[config.mk]
export PLATFORM = sky130hd
export DESIGN_NAME = four_to_two_space_remapper
export DESIGN_NICKNAME = d
export VERILOG_FILES = /design/src/remap_pkg.sv /design/src/four_to_two_space_remapper.sv
export SDC_FILE = /design/constraint.sdc
export NUM_CORES = 1
export LEC_CHECK = 0
export BUFFER_PORTS_ARGS = -buffer_cell sky130_fd_sc_hd__buf_2
export CAP_MARGIN = 40
export CORE_ASPECT_RATIO = 1.75
export CORE_UTILIZATION = 46
export DETAILED_ROUTE_END_ITERATION = 8
export GPL_TIMING_DRIVEN = 0
export PLACE_DENSITY = 0.78
export REMOVE_ABC_BUFFERS = 1
export SETUP_SLACK_MARGIN = 0.02
export SLEW_MARGIN = 20
export SYNTH_ARGS = -nofsm -noshare
export SYNTH_HDL_FRONTEND = slang
export SYNTH_SLANG_ARGS = --single-unit
[constraint.sdc]
create_clock -name mclk -period 3 [get_ports mclk]
set_clock_uncertainty 0.2 [all_clocks]
set_input_delay 0.15 -clock mclk [delete_from_list [all_inputs] [get_ports mclk]]
set_output_delay 0.15 -clock mclk [all_outputs]
set_load 0.1 [all_outputs]
[src/remap_pkg.sv]
// constants shared by the four-space to two-space request remapper
package remap_pkg;

  // register byte offsets on the register bus
  localparam logic [31:0] CTRL_OFFSET = 32'h0000_0000;
  localparam logic [31:0] MODE_OFFSET = 32'h0000_0004;
  localparam logic [31:0] STATUS_OFFSET = 32'h0000_0008;

  // field positions in partition_space_remap_control
  localparam int ROOT_SPACE_BIT = 15;
  localparam int ROOT_NOMON_BIT = 14;
  localparam int REALM_SPACE_BIT = 7;
  localparam int REALM_NOMON_BIT = 6;
  localparam int CTRL_WIDTH = 16;
  localparam logic [15:0] CTRL_WRITE_MASK = 16'hC0C0;
  localparam logic [15:0] CTRL_RESET = 16'h0000;

  // field positions in the mode register
  localparam int MODE_FIXED_BIT = 0;
  localparam int MODE_STRIP_BIT = 1;
  localparam logic [1:0] MODE_RESET = 2'h0;

  // field positions in the status register
  localparam int STATUS_DENIED_BIT = 0;
  localparam int STATUS_REMAP_BIT = 1;

  // four-space label encodings, also used for the physical address space
  localparam logic [1:0] SPACE_SECURE = 2'h0;
  localparam logic [1:0] SPACE_NONSECURE = 2'h1;
  localparam logic [1:0] SPACE_ROOT = 2'h2;
  localparam logic [1:0] SPACE_REALM = 2'h3;

  // bus encodings
  localparam logic [1:0] HTRANS_NONSEQ = 2'h2;
  localparam logic HRESP_OKAY = 1'h0;

  // default width of the partition identifier
  localparam int PART_ID_WIDTH = 16;

endpackage : remap_pkg

[src/four_to_two_space_remapper.sv]
// four-space to two-space partition label remapper with its bus-reached control registers
//
// Behaviour
// - root request: outgoing one-bit label comes from control bit 15
// - root request: control bit 14 drives the monitor suppress flag
// - realm request: outgoing one-bit label comes from control bit 7
// - realm request: control bit 6 drives the monitor suppress flag
// - control register reachable only by root address space accesses; others denied
// - accept four-space labels, remap only root and realm, forward downstream
// - fixed mode: outgoing label equals bit 0 of incoming label
// - downstream without a suppress input leaves the flag unconnected
// - components without partition support get requests with partition info stripped
// - stripped requests carry all-zero partition info, never forwarded labels
// - physical address space of each request passes through unchanged
// - secure and non-secure requests keep their own space; strip mode sends label 0 for both
//
// Added by the designer: register access over AHB-Lite and the placing of the registers.
`timescale 1ns/1ps

module four_to_two_space_remapper import remap_pkg::*; #(
  parameter int PART_ID_W = PART_ID_WIDTH
) (
  // clock and reset
  input wire logic mclk,
  input wire logic reset,
  // register bus, AHB-Lite slave
  input wire logic hsel,
  input wire logic [31:0] haddr,
  input wire logic [1:0] htrans,
  input wire logic hwrite,
  input wire logic [2:0] hsize,
  input wire logic [31:0] hwdata,
  input wire logic hready,
  input wire logic [1:0] hpas,
  output logic hreadyout,
  output logic [31:0] hrdata,
  output logic hresp,
  // incoming four-space request
  input wire logic req_valid,
  input wire logic [1:0] four_space_label_in,
  input wire logic [PART_ID_W-1:0] req_partition_identifier,
  input wire logic [1:0] req_pas,
  // outgoing two-space request
  output logic out_valid,
  output logic two_space_label_out,
  output logic monitor_suppress_flag,
  output logic [PART_ID_W-1:0] out_partition_identifier,
  output logic [1:0] out_pas
);

  // register state
  logic [CTRL_WIDTH-1:0] ctrl_reg;
  logic [CTRL_WIDTH-1:0] ctrl_next;
  logic [1:0] mode_reg;
  logic [1:0] mode_next;
  logic denied_reg;
  logic denied_next;
  logic remap_seen_reg;
  logic remap_seen_next;

  // data phase bookkeeping
  logic wr_pend_reg;
  logic [31:0] wr_addr_reg;

  // address phase decode, plus the data phase write strobes for the pending write
  wire addr_phase = hsel & (htrans == HTRANS_NONSEQ) & hready;
  wire from_root = (hpas == SPACE_ROOT);
  wire access_ok = addr_phase & from_root;
  wire access_denied = addr_phase & ~from_root;
  wire wr_go = wr_pend_reg & hready;
  wire wr_ctrl = wr_go & (wr_addr_reg == CTRL_OFFSET);
  wire wr_mode = wr_go & (wr_addr_reg == MODE_OFFSET);
  wire wr_status = wr_go & (wr_addr_reg == STATUS_OFFSET);
  wire rd_go = access_ok & ~hwrite;

  // next register values; the read mux looks at these so a read right after a write sees it
  assign ctrl_next = wr_ctrl ? (hwdata[CTRL_WIDTH-1:0] & CTRL_WRITE_MASK) : ctrl_reg;
  assign mode_next = wr_mode ? hwdata[1:0] : mode_reg;

  // request classification
  wire is_root = (four_space_label_in == SPACE_ROOT);
  wire is_realm = (four_space_label_in == SPACE_REALM);
  wire fixed_mode = mode_reg[MODE_FIXED_BIT];
  wire strip_mode = mode_reg[MODE_STRIP_BIT];
  wire remap_event = req_valid & (is_root | is_realm) & ~fixed_mode & ~strip_mode;

  // sticky flags: a set in the same cycle as a write-one clear wins
  assign denied_next = access_denied
    | (denied_reg & ~(wr_status & hwdata[STATUS_DENIED_BIT]));
  assign remap_seen_next = remap_event
    | (remap_seen_reg & ~(wr_status & hwdata[STATUS_REMAP_BIT]));

  // programmable mapping; secure and non-secure keep their own bit
  wire prog_label = is_root ? ctrl_reg[ROOT_SPACE_BIT] :
                    is_realm ? ctrl_reg[REALM_SPACE_BIT] :
                    four_space_label_in[0];
  wire prog_nomon = is_root ? ctrl_reg[ROOT_NOMON_BIT] :
                    is_realm ? ctrl_reg[REALM_NOMON_BIT] :
                    1'b0;

  // mode selection, strip overrides fixed, fixed overrides programmable
  wire label_sel = strip_mode ? 1'b0 :
                   fixed_mode ? four_space_label_in[0] :
                   prog_label;
  wire nomon_sel = (strip_mode | fixed_mode) ? 1'b0 : prog_nomon;
  wire [PART_ID_W-1:0] part_id_sel = strip_mode ? '0 : req_partition_identifier;

  // read mux, unmapped offsets and denied reads give zero
  wire [31:0] rd_ctrl = {16'h0000, ctrl_next};
  wire [31:0] rd_mode = {30'h0000_0000, mode_next};
  wire [31:0] rd_status = {30'h0000_0000, remap_seen_next, denied_next};
  wire [31:0] rd_value = (haddr == CTRL_OFFSET) ? rd_ctrl :
                         (haddr == MODE_OFFSET) ? rd_mode :
                         (haddr == STATUS_OFFSET) ? rd_status :
                         32'h0000_0000;

  // bus data phase tracking; only root writes ever reach a register
  always_ff @(posedge mclk) begin
    if (reset) begin
      wr_pend_reg <= 1'b0;
      wr_addr_reg <= 32'h0000_0000;
    end else if (hready) begin
      wr_pend_reg <= access_ok & hwrite;
      wr_addr_reg <= haddr;
    end
  end

  // bus answers: always ready, always okay, so every transfer is zero wait
  always_ff @(posedge mclk) begin
    if (reset) begin
      hreadyout <= 1'b1;
      hresp <= HRESP_OKAY;
      hrdata <= 32'h0000_0000;
    end else begin
      hreadyout <= 1'b1;
      hresp <= HRESP_OKAY;
      hrdata <= rd_go ? rd_value : 32'h0000_0000;
    end
  end

  // software registers
  always_ff @(posedge mclk) begin
    if (reset) begin
      ctrl_reg <= CTRL_RESET;
      mode_reg <= MODE_RESET;
      denied_reg <= 1'b0;
      remap_seen_reg <= 1'b0;
    end else begin
      ctrl_reg <= ctrl_next;
      mode_reg <= mode_next;
      denied_reg <= denied_next;
      remap_seen_reg <= remap_seen_next;
    end
  end

  // request stage: one registered cycle so every output leaves a flip-flop;
  // no back-pressure, the downstream side must take one request per cycle
  always_ff @(posedge mclk) begin
    if (reset) begin
      out_valid <= 1'b0;
      two_space_label_out <= 1'b0;
      monitor_suppress_flag <= 1'b0;
      out_partition_identifier <= '0;
      out_pas <= SPACE_SECURE;
    end else begin
      out_valid <= req_valid;
      two_space_label_out <= label_sel;
      monitor_suppress_flag <= nomon_sel;
      out_partition_identifier <= part_id_sel;
      out_pas <= req_pas;
    end
  end

endmodule : four_to_two_space_remapper

# After elaboration in Yosys (flattened, before gate mapping)
# Index checks and enable logic that the tools add are counted.
[word_totals]
ff_bits = 106
latch_bits = 0
mem_bits_rw = 0
rom_bits = 0
inputBits = 97
output_inout_bits = 55
wordCells = 65
memories = 0
[classes]
addsub = 0
multipliers = 0
div = 0
order_cmp = 0
n_eq_ne = 8
shift = 0
n_mux = 10
bitwise = 28
n_reduce_logical = 6
[op_table]
columns = ["operator", "count"]
rows = [
  ["$eq 32x3->1 const B", 2],
  ["$eq 32x4->1 const B", 2],
  ["$logic_not 32->1", 2],
  ["$mux 16", 2],
  ["$and 1x1->1", 17],
  ["$eq 2x2->1 const B", 4],
  ["$not 1->1", 7],
  ["$mux 2", 3],
  ["$reduce_or 2->1", 3],
  ["$mux 1", 5],
  ["$or 1x1->1", 4],
  ["$reduce_or 4->1", 1],
]

# Depth between registers and ports, before layout
# Gate-level depths: netlist of run 1.
[logic_depth]
ltp_word = 9
mapped_depth = 6

# Least setup slack after synthesis of run 1
# Ideal clock, no wire load.
[synth_path]
path_kind = "register -> register"
startpoint = "reg wr_addr_reg[26]"
endpoint = "reg hrdata[1]"
setup_time_ns = 0.118
t_arrival_ns = 1.974
required_time_ns = 2.682
path_slack_ns = 0.709
stages_incl_launch_ff = 6
synth_period_minus_slack_ns = 2.291
cell_sequence = "dfxtp_1 or4_4 nand3b_4 or4_4 a221o_1 o2111a_1"
[synth_between]
elab_chain_cells = 9
word_cells_on_any_way = 15
classes_between = "eq/ne: 2; mux: 5; bitwise: 7; reduce/logical: 1"
[synth_rtl]
columns = ["item", "line_no", "text"]
rows = [
  ["from (decl)", "four_to_two_space_remapper.sv:63", "logic [31:0] wr_addr_reg;"],
  ["from (signal assigned)", "four_to_two_space_remapper.sv:124", "wr_addr_reg <= haddr;"],
  ["$eq 32x4->1", "four_to_two_space_remapper.sv:73", "wire wr_status = wr_go & (wr_addr_reg == STATUS_OFFSET);"],
  ["$and 1x1->1", "four_to_two_space_remapper.sv:73", ""],
  ["$and 1x1->1", "four_to_two_space_remapper.sv:91", "| (remap_seen_reg & ~(wr_status & hwdata[STATUS_REMAP_BIT]));"],
  ["$not 1->1", "four_to_two_space_remapper.sv:91", ""],
  ["$and 1x1->1", "four_to_two_space_remapper.sv:91", ""],
  ["$or 1x1->1", "four_to_two_space_remapper.sv:91", ""],
  ["$mux 2", "four_to_two_space_remapper.sv:114", "(haddr == STATUS_OFFSET) ? rd_status :"],
  ["$mux 2", "four_to_two_space_remapper.sv:113", "(haddr == MODE_OFFSET) ? rd_mode :"],
  ["$mux 16 (*)", "four_to_two_space_remapper.sv:112", "wire [31:0] rd_value = (haddr == CTRL_OFFSET) ? rd_ctrl :"],
  ["to (signal assigned)", "four_to_two_space_remapper.sv:137", "hrdata <= rd_go ? rd_value : 32'h0000_0000;"],
  ["to (decl)", "four_to_two_space_remapper.sv:36", "output logic [31:0] hrdata,"],
]
# Every way passes the cells marked *; elsewhere a longest branch is shown, timed or not.
# A chain may end at the register's enable or synchronous reset.

# Final worst setup path of run 1
[layout_path]
startpoint = "in haddr[15]"
endpoint = "reg hrdata[13]"
[layout_between]
elab_chain_cells = 2
[layout_rtl]
columns = ["item", "line_no", "text"]
rows = [
  ["from (decl)", "four_to_two_space_remapper.sv:28", "input wire logic [31:0] haddr,"],
  ["$logic_not 32->1", "four_to_two_space_remapper.sv:112", ""],
  ["$mux 16", "four_to_two_space_remapper.sv:112", ""],
]
# Every way passes these cells.

==> results of run 1 <==
-- synth_stat cells, drive strengths merged (2+ instances only) --
master	number	area, sq um
nand4	3	18.8
and2	36	225
nor3	3	15.0
a21oi	5	25.0
nor4	15	128
nand2	5	18.8
o21ai	6	30.0
mux2i	41	410
dfxtp	90	1800
buf	22	150
nor2	52	195
or4	2	22.5
nand3b	2	27.5
and4	2	17.5
inv	7	26.3
nand2b	7	43.8
clkbuf	6	22.5
conb	2	7.51
o2111a	2	22.5
nor2b	6	37.5
a221o	2	20.0
-- stage by stage --
step	power [mW]	util, %	instance area [sq um]	worst slack [ns]
2_1_floorplan	1.57	-	3180	0.709
3_3_place_gp	1.66	55.2	3810	0.0803
3_5_place_dp	1.67	55.5	3830	0.471
4_1_cts	3.01	69.1	4780	0.552
5_1_grt	3.09	69.6	4810	0.329
6_report	3.00	69.6	4810	0.449
-- worst max-delay path, cell delays in order --
cell and delay [ns]:
dlygate4sd3_1 0.53, buf_2 0.15, nor4_1 0.43, and4_1 0.33
nand4_1 0.27, a21oi_1 0.55, and2_1 0.21
-- cell usage in the layout, fill, tap and decap left out, types with 7 or more instances in the layout --
cell / instances
clkbuf_16: 9
conb_1: 18
inv_1: 7
nand2b_1: 7
nor2_1: 52
dlygate4sd3_1: 61
nor4_1: 11
buf_2: 104
mux2i_1: 41
dfxtp_1: 90
and2_1: 36
-- layer usage --
layer / vias up / part of all wire, % / track usage, %
li1: 1373 / - / -
met1: 1262 / 36 / 21.9
met2: 105 / 55 / 41.0
met3: 27 / 5.2 / 6.00
met4: 0 / 4.2 / 13.9
met5: - / 0 / 0
-- power breakdown --
group	internal [mW]	total, mW	switching (mW)
registers	1.24	1.26	0.0203
clock network	0.839	1.28	0.442
logic	0.151	0.460	0.309
-- path summary, 6_finish.rpt --
path                                from                    end  slack, ns  cells after the start
setup / recovery               haddr[15]             hrdata[13]       0.45                      7
hold / removal    four_space_label_in[1]  monitor_suppress_flag       0.06                      4
setup reg to reg         wr_addr_reg[26]              hrdata[1]       0.56                      5
hold reg to reg              ctrl_reg[5]              hrdata[5]       0.25                      1
-- area by class of cell --
type / count / area [sq um]
clock buffer: 12 / 246
clock inverter: 4 / 98.8
sequential: 90 / 1800
timing repair buffer: 167 / 1170
fill: 519 / 2100
multi-input combinational: 211 / 1360
tap: 84 / 105
inverter: 7 / 26.3
-- cell families (layout without fill, tap and decap cells) --
logic type	after synthesis	in the layout	share of synthesized area, %
other	2	18	0.228
and+or+nand+nor	137	137	23.7
AOI/OAI and AO/OA	15	15	2.96
buffers and inverters	35	190	6.03
muxes	41	41	12.4
DFF	90	90	54.6
==> impl_results.md, run 1 <==
- Buffers from clock root to sink, at most: 2
- CTS HTree Levels: 3
- Number of buffers inserted by hold repair at cts: 60
- Number of distinct standard cells referenced by the synthesized netlist: 29
- Final nets: 583
- Clock-pin slew on the worst setup and hold paths: about 0.060 ns
- Predominant post-synthesis flop cell: dfxtp_1
- Max-cap violations: 0
- Post-synth EDFFs: 0
- Power per standard cell area: around 620 nW/um^2
- Clock tree from TritonCTS: done
- Remaining number of nets flagged by the antenna check after routing: 0
- Length of the first detailed-routing pass in iterations: 4
- Unrepaired setup endpoints after global routing: false
- Total negative slack for setup checks: 0 ns
- Highest clock rate: 0.392 GHz
- Floorplan die width: 66.0 microns
- Total routing usage reported by global routing: 22.6%
- Class of the worst hold path: in -> reg
- Fraction of the yosys area taken by sequential cells: 54.6%
- Layout cell share with drive strength beyond 1: 26.3%
- Leakage Power: between 2 and 2.5 nW
- Routed WL: 8.06 mm
- Via count of the first global-routing pass: approximately 2900
- Period utilization: 85.0%
- Port Buffer Count: 104
- Least-Margin Pin Slew: approximately 0.84 ns
- Count of unresolved DRC violations after routing: 0
- Io pins: 152
- Ys Warns: 0
- Effective utilization at floorplan: 47.7%
- Area of the mapped netlist: between 3000 and 4000 sq um
- Final max-slew violation count: 0
- Flip-flop count of the largest register, all copies and words added: 32
- Crit path capture type: flop
- Worst path arrival time: 2.63 ns
- Total congestion overflow: 0
- CTS Buf Count: 9
- Estimated wirelength of the detail-placed design: just under 5 mm
- CORE AREA: between 6000 and 7000 sq um
- Maximum number of pins on one net before global-route repair: 50
- Number of standard-cell rows in the floorplan: 40
- Largest driver fanout on the critical path: 10
- Vertical die dimension: ~110 microns
- Routability congestion estimate: about 0.77
- Final number of hold-violating endpoints: 0
- First-pass GRT wire length: approximately 13 mm
- Clock sinks: 90
- Post-detailed-route via-to-cell ratio: 4.81
- Kind of start point of the critical path: input port
- Avg WL per Cell: 14.0 microns
- WS Path Type: in -> reg
- Mean instance size in the synthesized netlist: 10.3 sq um
- Antenna violations before repair: 0
- Status: finished clean
- Ant. Diodes: 0
- Synth-to-Final Area Change: 45.8%
- Root buf cell: clkbuf_16
- Worst Hold Slack: 0.0569 ns
- Peak ir drop on the vdd network: 0.000440 V
- Floorplan die area: 7520 sq um
- Vias after detailed routing: between 2000 and 3000
- Clock period minus final worst setup slack: 2.55 ns
- # Post-CTS Setup Buffers: 0
- Number of cells upsized or downsized after cts: 0
- Worst endpoint required time: 3.08 ns
- Number of setup violations in the final report: 0
- Synth Instances: 320
- Proportion of synthesized flip-flops having asynchronous set or reset: 0%
- Drt first-iter violations: 79
- Flip-flop and latch count after synthesis: 90
- Number of cells in the design after placement: about 500
- Number of non-filler instances in the completed layout: 575
- Worst max-slew margin expressed relative to the limit: 43.7%
- Clock Latency Late Sink: 0.33 ns
Power figures use the tool's default switching activity.
==> run 2: changes to the inputs <==
--- a/config.mk
+++ b/config.mk
@@ -11,7 +11,7 @@
 export CORE_UTILIZATION = 46
 export DETAILED_ROUTE_END_ITERATION = 8
 export GPL_TIMING_DRIVEN = 0
-export PLACE_DENSITY = 0.78
+export PLACE_DENSITY_LB_ADDON = 0.2
 export REMOVE_ABC_BUFFERS = 1
 export SETUP_SLACK_MARGIN = 0.02
 export SLEW_MARGIN = 20
==> impl_results.md, run 2 (same netlist as run 1, synthesis figures left out) <==
- Status: finished clean
- Area of the multi-input gates: around 1400 sq um
- Number of cells in the design after placement: just under 500
- Kind of start point of the critical path: input port
- Floorplan die area: 7520 sq um
- Worst max-slew margin expressed relative to the limit: 57.2%
- Cell with the biggest individual delay on the critical path: a21oi_1
- Count of unresolved DRC violations after routing: 0
- Crit path capture type: flop
- Number of setup violations in the final report: 0
- Via count of the first global-routing pass: 2696
- Remaining number of nets flagged by the antenna check after routing: 0
- Routability congestion estimate: between 0.7 and 0.8
- Class of the worst hold path: in -> reg
- Least-Margin Pin Slew: 0.637 ns
- Maximum number of pins on one net before global-route repair: 50
- Footprint of the flip-flops and latches: about 1800 sq um
- CTS Buf Count: 9
- Largest driver fanout on the critical path: 35
- End point of the most critical hold path: monitor_suppress_flag
- CTS HTree Levels: 3
- Flip-flop count of the largest register, all copies and words added: 32
- WS Path Type: in -> reg
- Ant. Diodes: 0
- Root buf cell: clkbuf_16
- Length of the first detailed-routing pass in iterations: 4
- Final nets: 584
- Startpoint of the most critical hold path: four_space_label_in[1]
- Commonest non-fill, non-tap cells in the layout: buf_2 (104), dfxtp_1 (90), dlygate4sd3_1 (61)
- Critical path, cell by cell: dlygate4sd3_1 -> buf_2 -> buf_12 -> nor4_1 -> and4_1 -> nand4_1 -> a21oi_1 -> and2_1
- FF-to-FF End: hrdata[1]
- Total routing usage reported by global routing: 21.0%
- Synth-to-Final Area Change: 45.9%
- Vertical die dimension: 114 microns
- Routed WL: 7.50 mm
- Buffers from clock root to sink, at most: 2
- CORE AREA: 6910 sq um
- Clock sinks: 90
- Number of non-filler instances in the completed layout: 576
- Period utilization: 84.6%
- Clock-pin slew on the worst setup and hold paths: 0.06 ns
- Io pins: 152
- Clock Latency Late Sink: between 0.3 and 0.4 ns
- Worst endpoint required time: 3.08 ns
- Final max-slew violation count: 0
- # Post-CTS Setup Buffers: 0
- Hold Path Cell Cnt: 4
- Estimated wirelength of the detail-placed design: 4.58 mm
- Antenna violations before repair: 0
- Final number of hold-violating endpoints: 0
- Most common library cell in the layout ignoring fill and taps: buf_2
- Max-cap violations: 0
- Clock tree from TritonCTS: done
- First-pass GRT wire length: 11.8 mm
- Leakage Power: 2.24 nW
- Clock period minus final worst setup slack: 2.54 ns
- Filler cell count in the final layout: about 530
- Avg WL per Cell: 13.0 microns
- Maximum single-stage delay on the critical path: about 0.56 ns
- Reg2Reg Launch Point: wr_addr_reg[11]
- Power per standard cell area: slightly above 600 nW/um^2
- Vias after detailed routing: 2735
- R2R setup slack: 0.58 ns
- Total congestion overflow: 0
- Layout cell share with drive strength beyond 1: a little over a quarter
- Worst path arrival time: 2.61 ns
- Post-detailed-route via-to-cell ratio: 4.75
- Peak ir drop on the vdd network: 0.000616 V
- Depth of the worst register-to-register path: 5
- Port Buffer Count: 104
- Total negative slack for setup checks: 0 ns
- Drt first-iter violations: 81
- Number of standard-cell rows in the floorplan: 40
- Floorplan die width: approximately 66 microns
- Highest clock rate: 0.394 GHz
- Effective utilization at floorplan: 47.7%
- Unrepaired setup endpoints after global routing: false
## run 2: cell type report
type | instances | area share (%)
Clock inverter | 7 | 2.44
Tap cell | 84 | 2.18
Sequential cell | 90 | 37.5
Clock buffer | 9 | 4.68
Inverter | 7 | 0.546
Timing Repair Buffer | 168 | 24.5
Multi-Input combinational cell | 211 | 28.2
## run 2: critical path, delay by kind of cell
family | cells | cell delay, ns
compound gates | 1 | 0.56
buf+inv | 3 | 0.96
simple gates | 4 | 0.93
## run 2: worst max-delay path by stage
| stage | startpoint | endpoint | slack (ns) | cells after the start |
|---|---|---|---|---|
| after CTS | wr_addr_reg[11] | ctrl_reg[13] | 0.54 | 5 |
| after detailed placement | hready | ctrl_reg[2] | 0.50 | 6 |
| after floorplan | wr_addr_reg[26] | hrdata[1] | 0.71 | 5 |
| after global placement | hready | ctrl_reg[12] | 0.06 | 5 |
| final | reset | hrdata[5] | 0.46 | 8 |
| after global routing | reset | hrdata[5] | 0.16 | 8 |
## run 2: timing repair
action	4_1_cts	5_1_grt
hold buffers	60	1
gates resized for setup	0	0
hold endpoints to repair	65	3
## run 2: routing by layer
metal  global-route usage (%)  wire length, microns  up-vias
met1                     20.9                  3000     1254
met5                        0                     0        -
met4                     11.3                   142        0
met3                     5.10                   368       14
li1                         -                     -     1381
met2                     38.4                  4000       86
## run 2: per-stage QoR
stage	worst slack (ns)	area (sq um)	power, mW	util, %	hold slack [ns]
3_5_place_dp	0.504	3830	1.67	55.5	0.153
6_report	0.462	4810	2.97	69.7	0.0678
3_3_place_gp	0.0621	3810	1.66	55.2	0.151
5_1_grt	0.162	4810	3.08	69.7	0.0837
2_1_floorplan	0.709	3180	1.57	-	0.0191
4_1_cts	0.537	4770	3.00	69.1	0.0507
## run 2: report_power, final
part / switching [mW] / total (mW) / internal (mW)
Combinational: 0.307 / 0.459 / 0.152
Clock: 0.449 / 1.26 / 0.811
Sequential: 0.0194 / 1.26 / 1.24
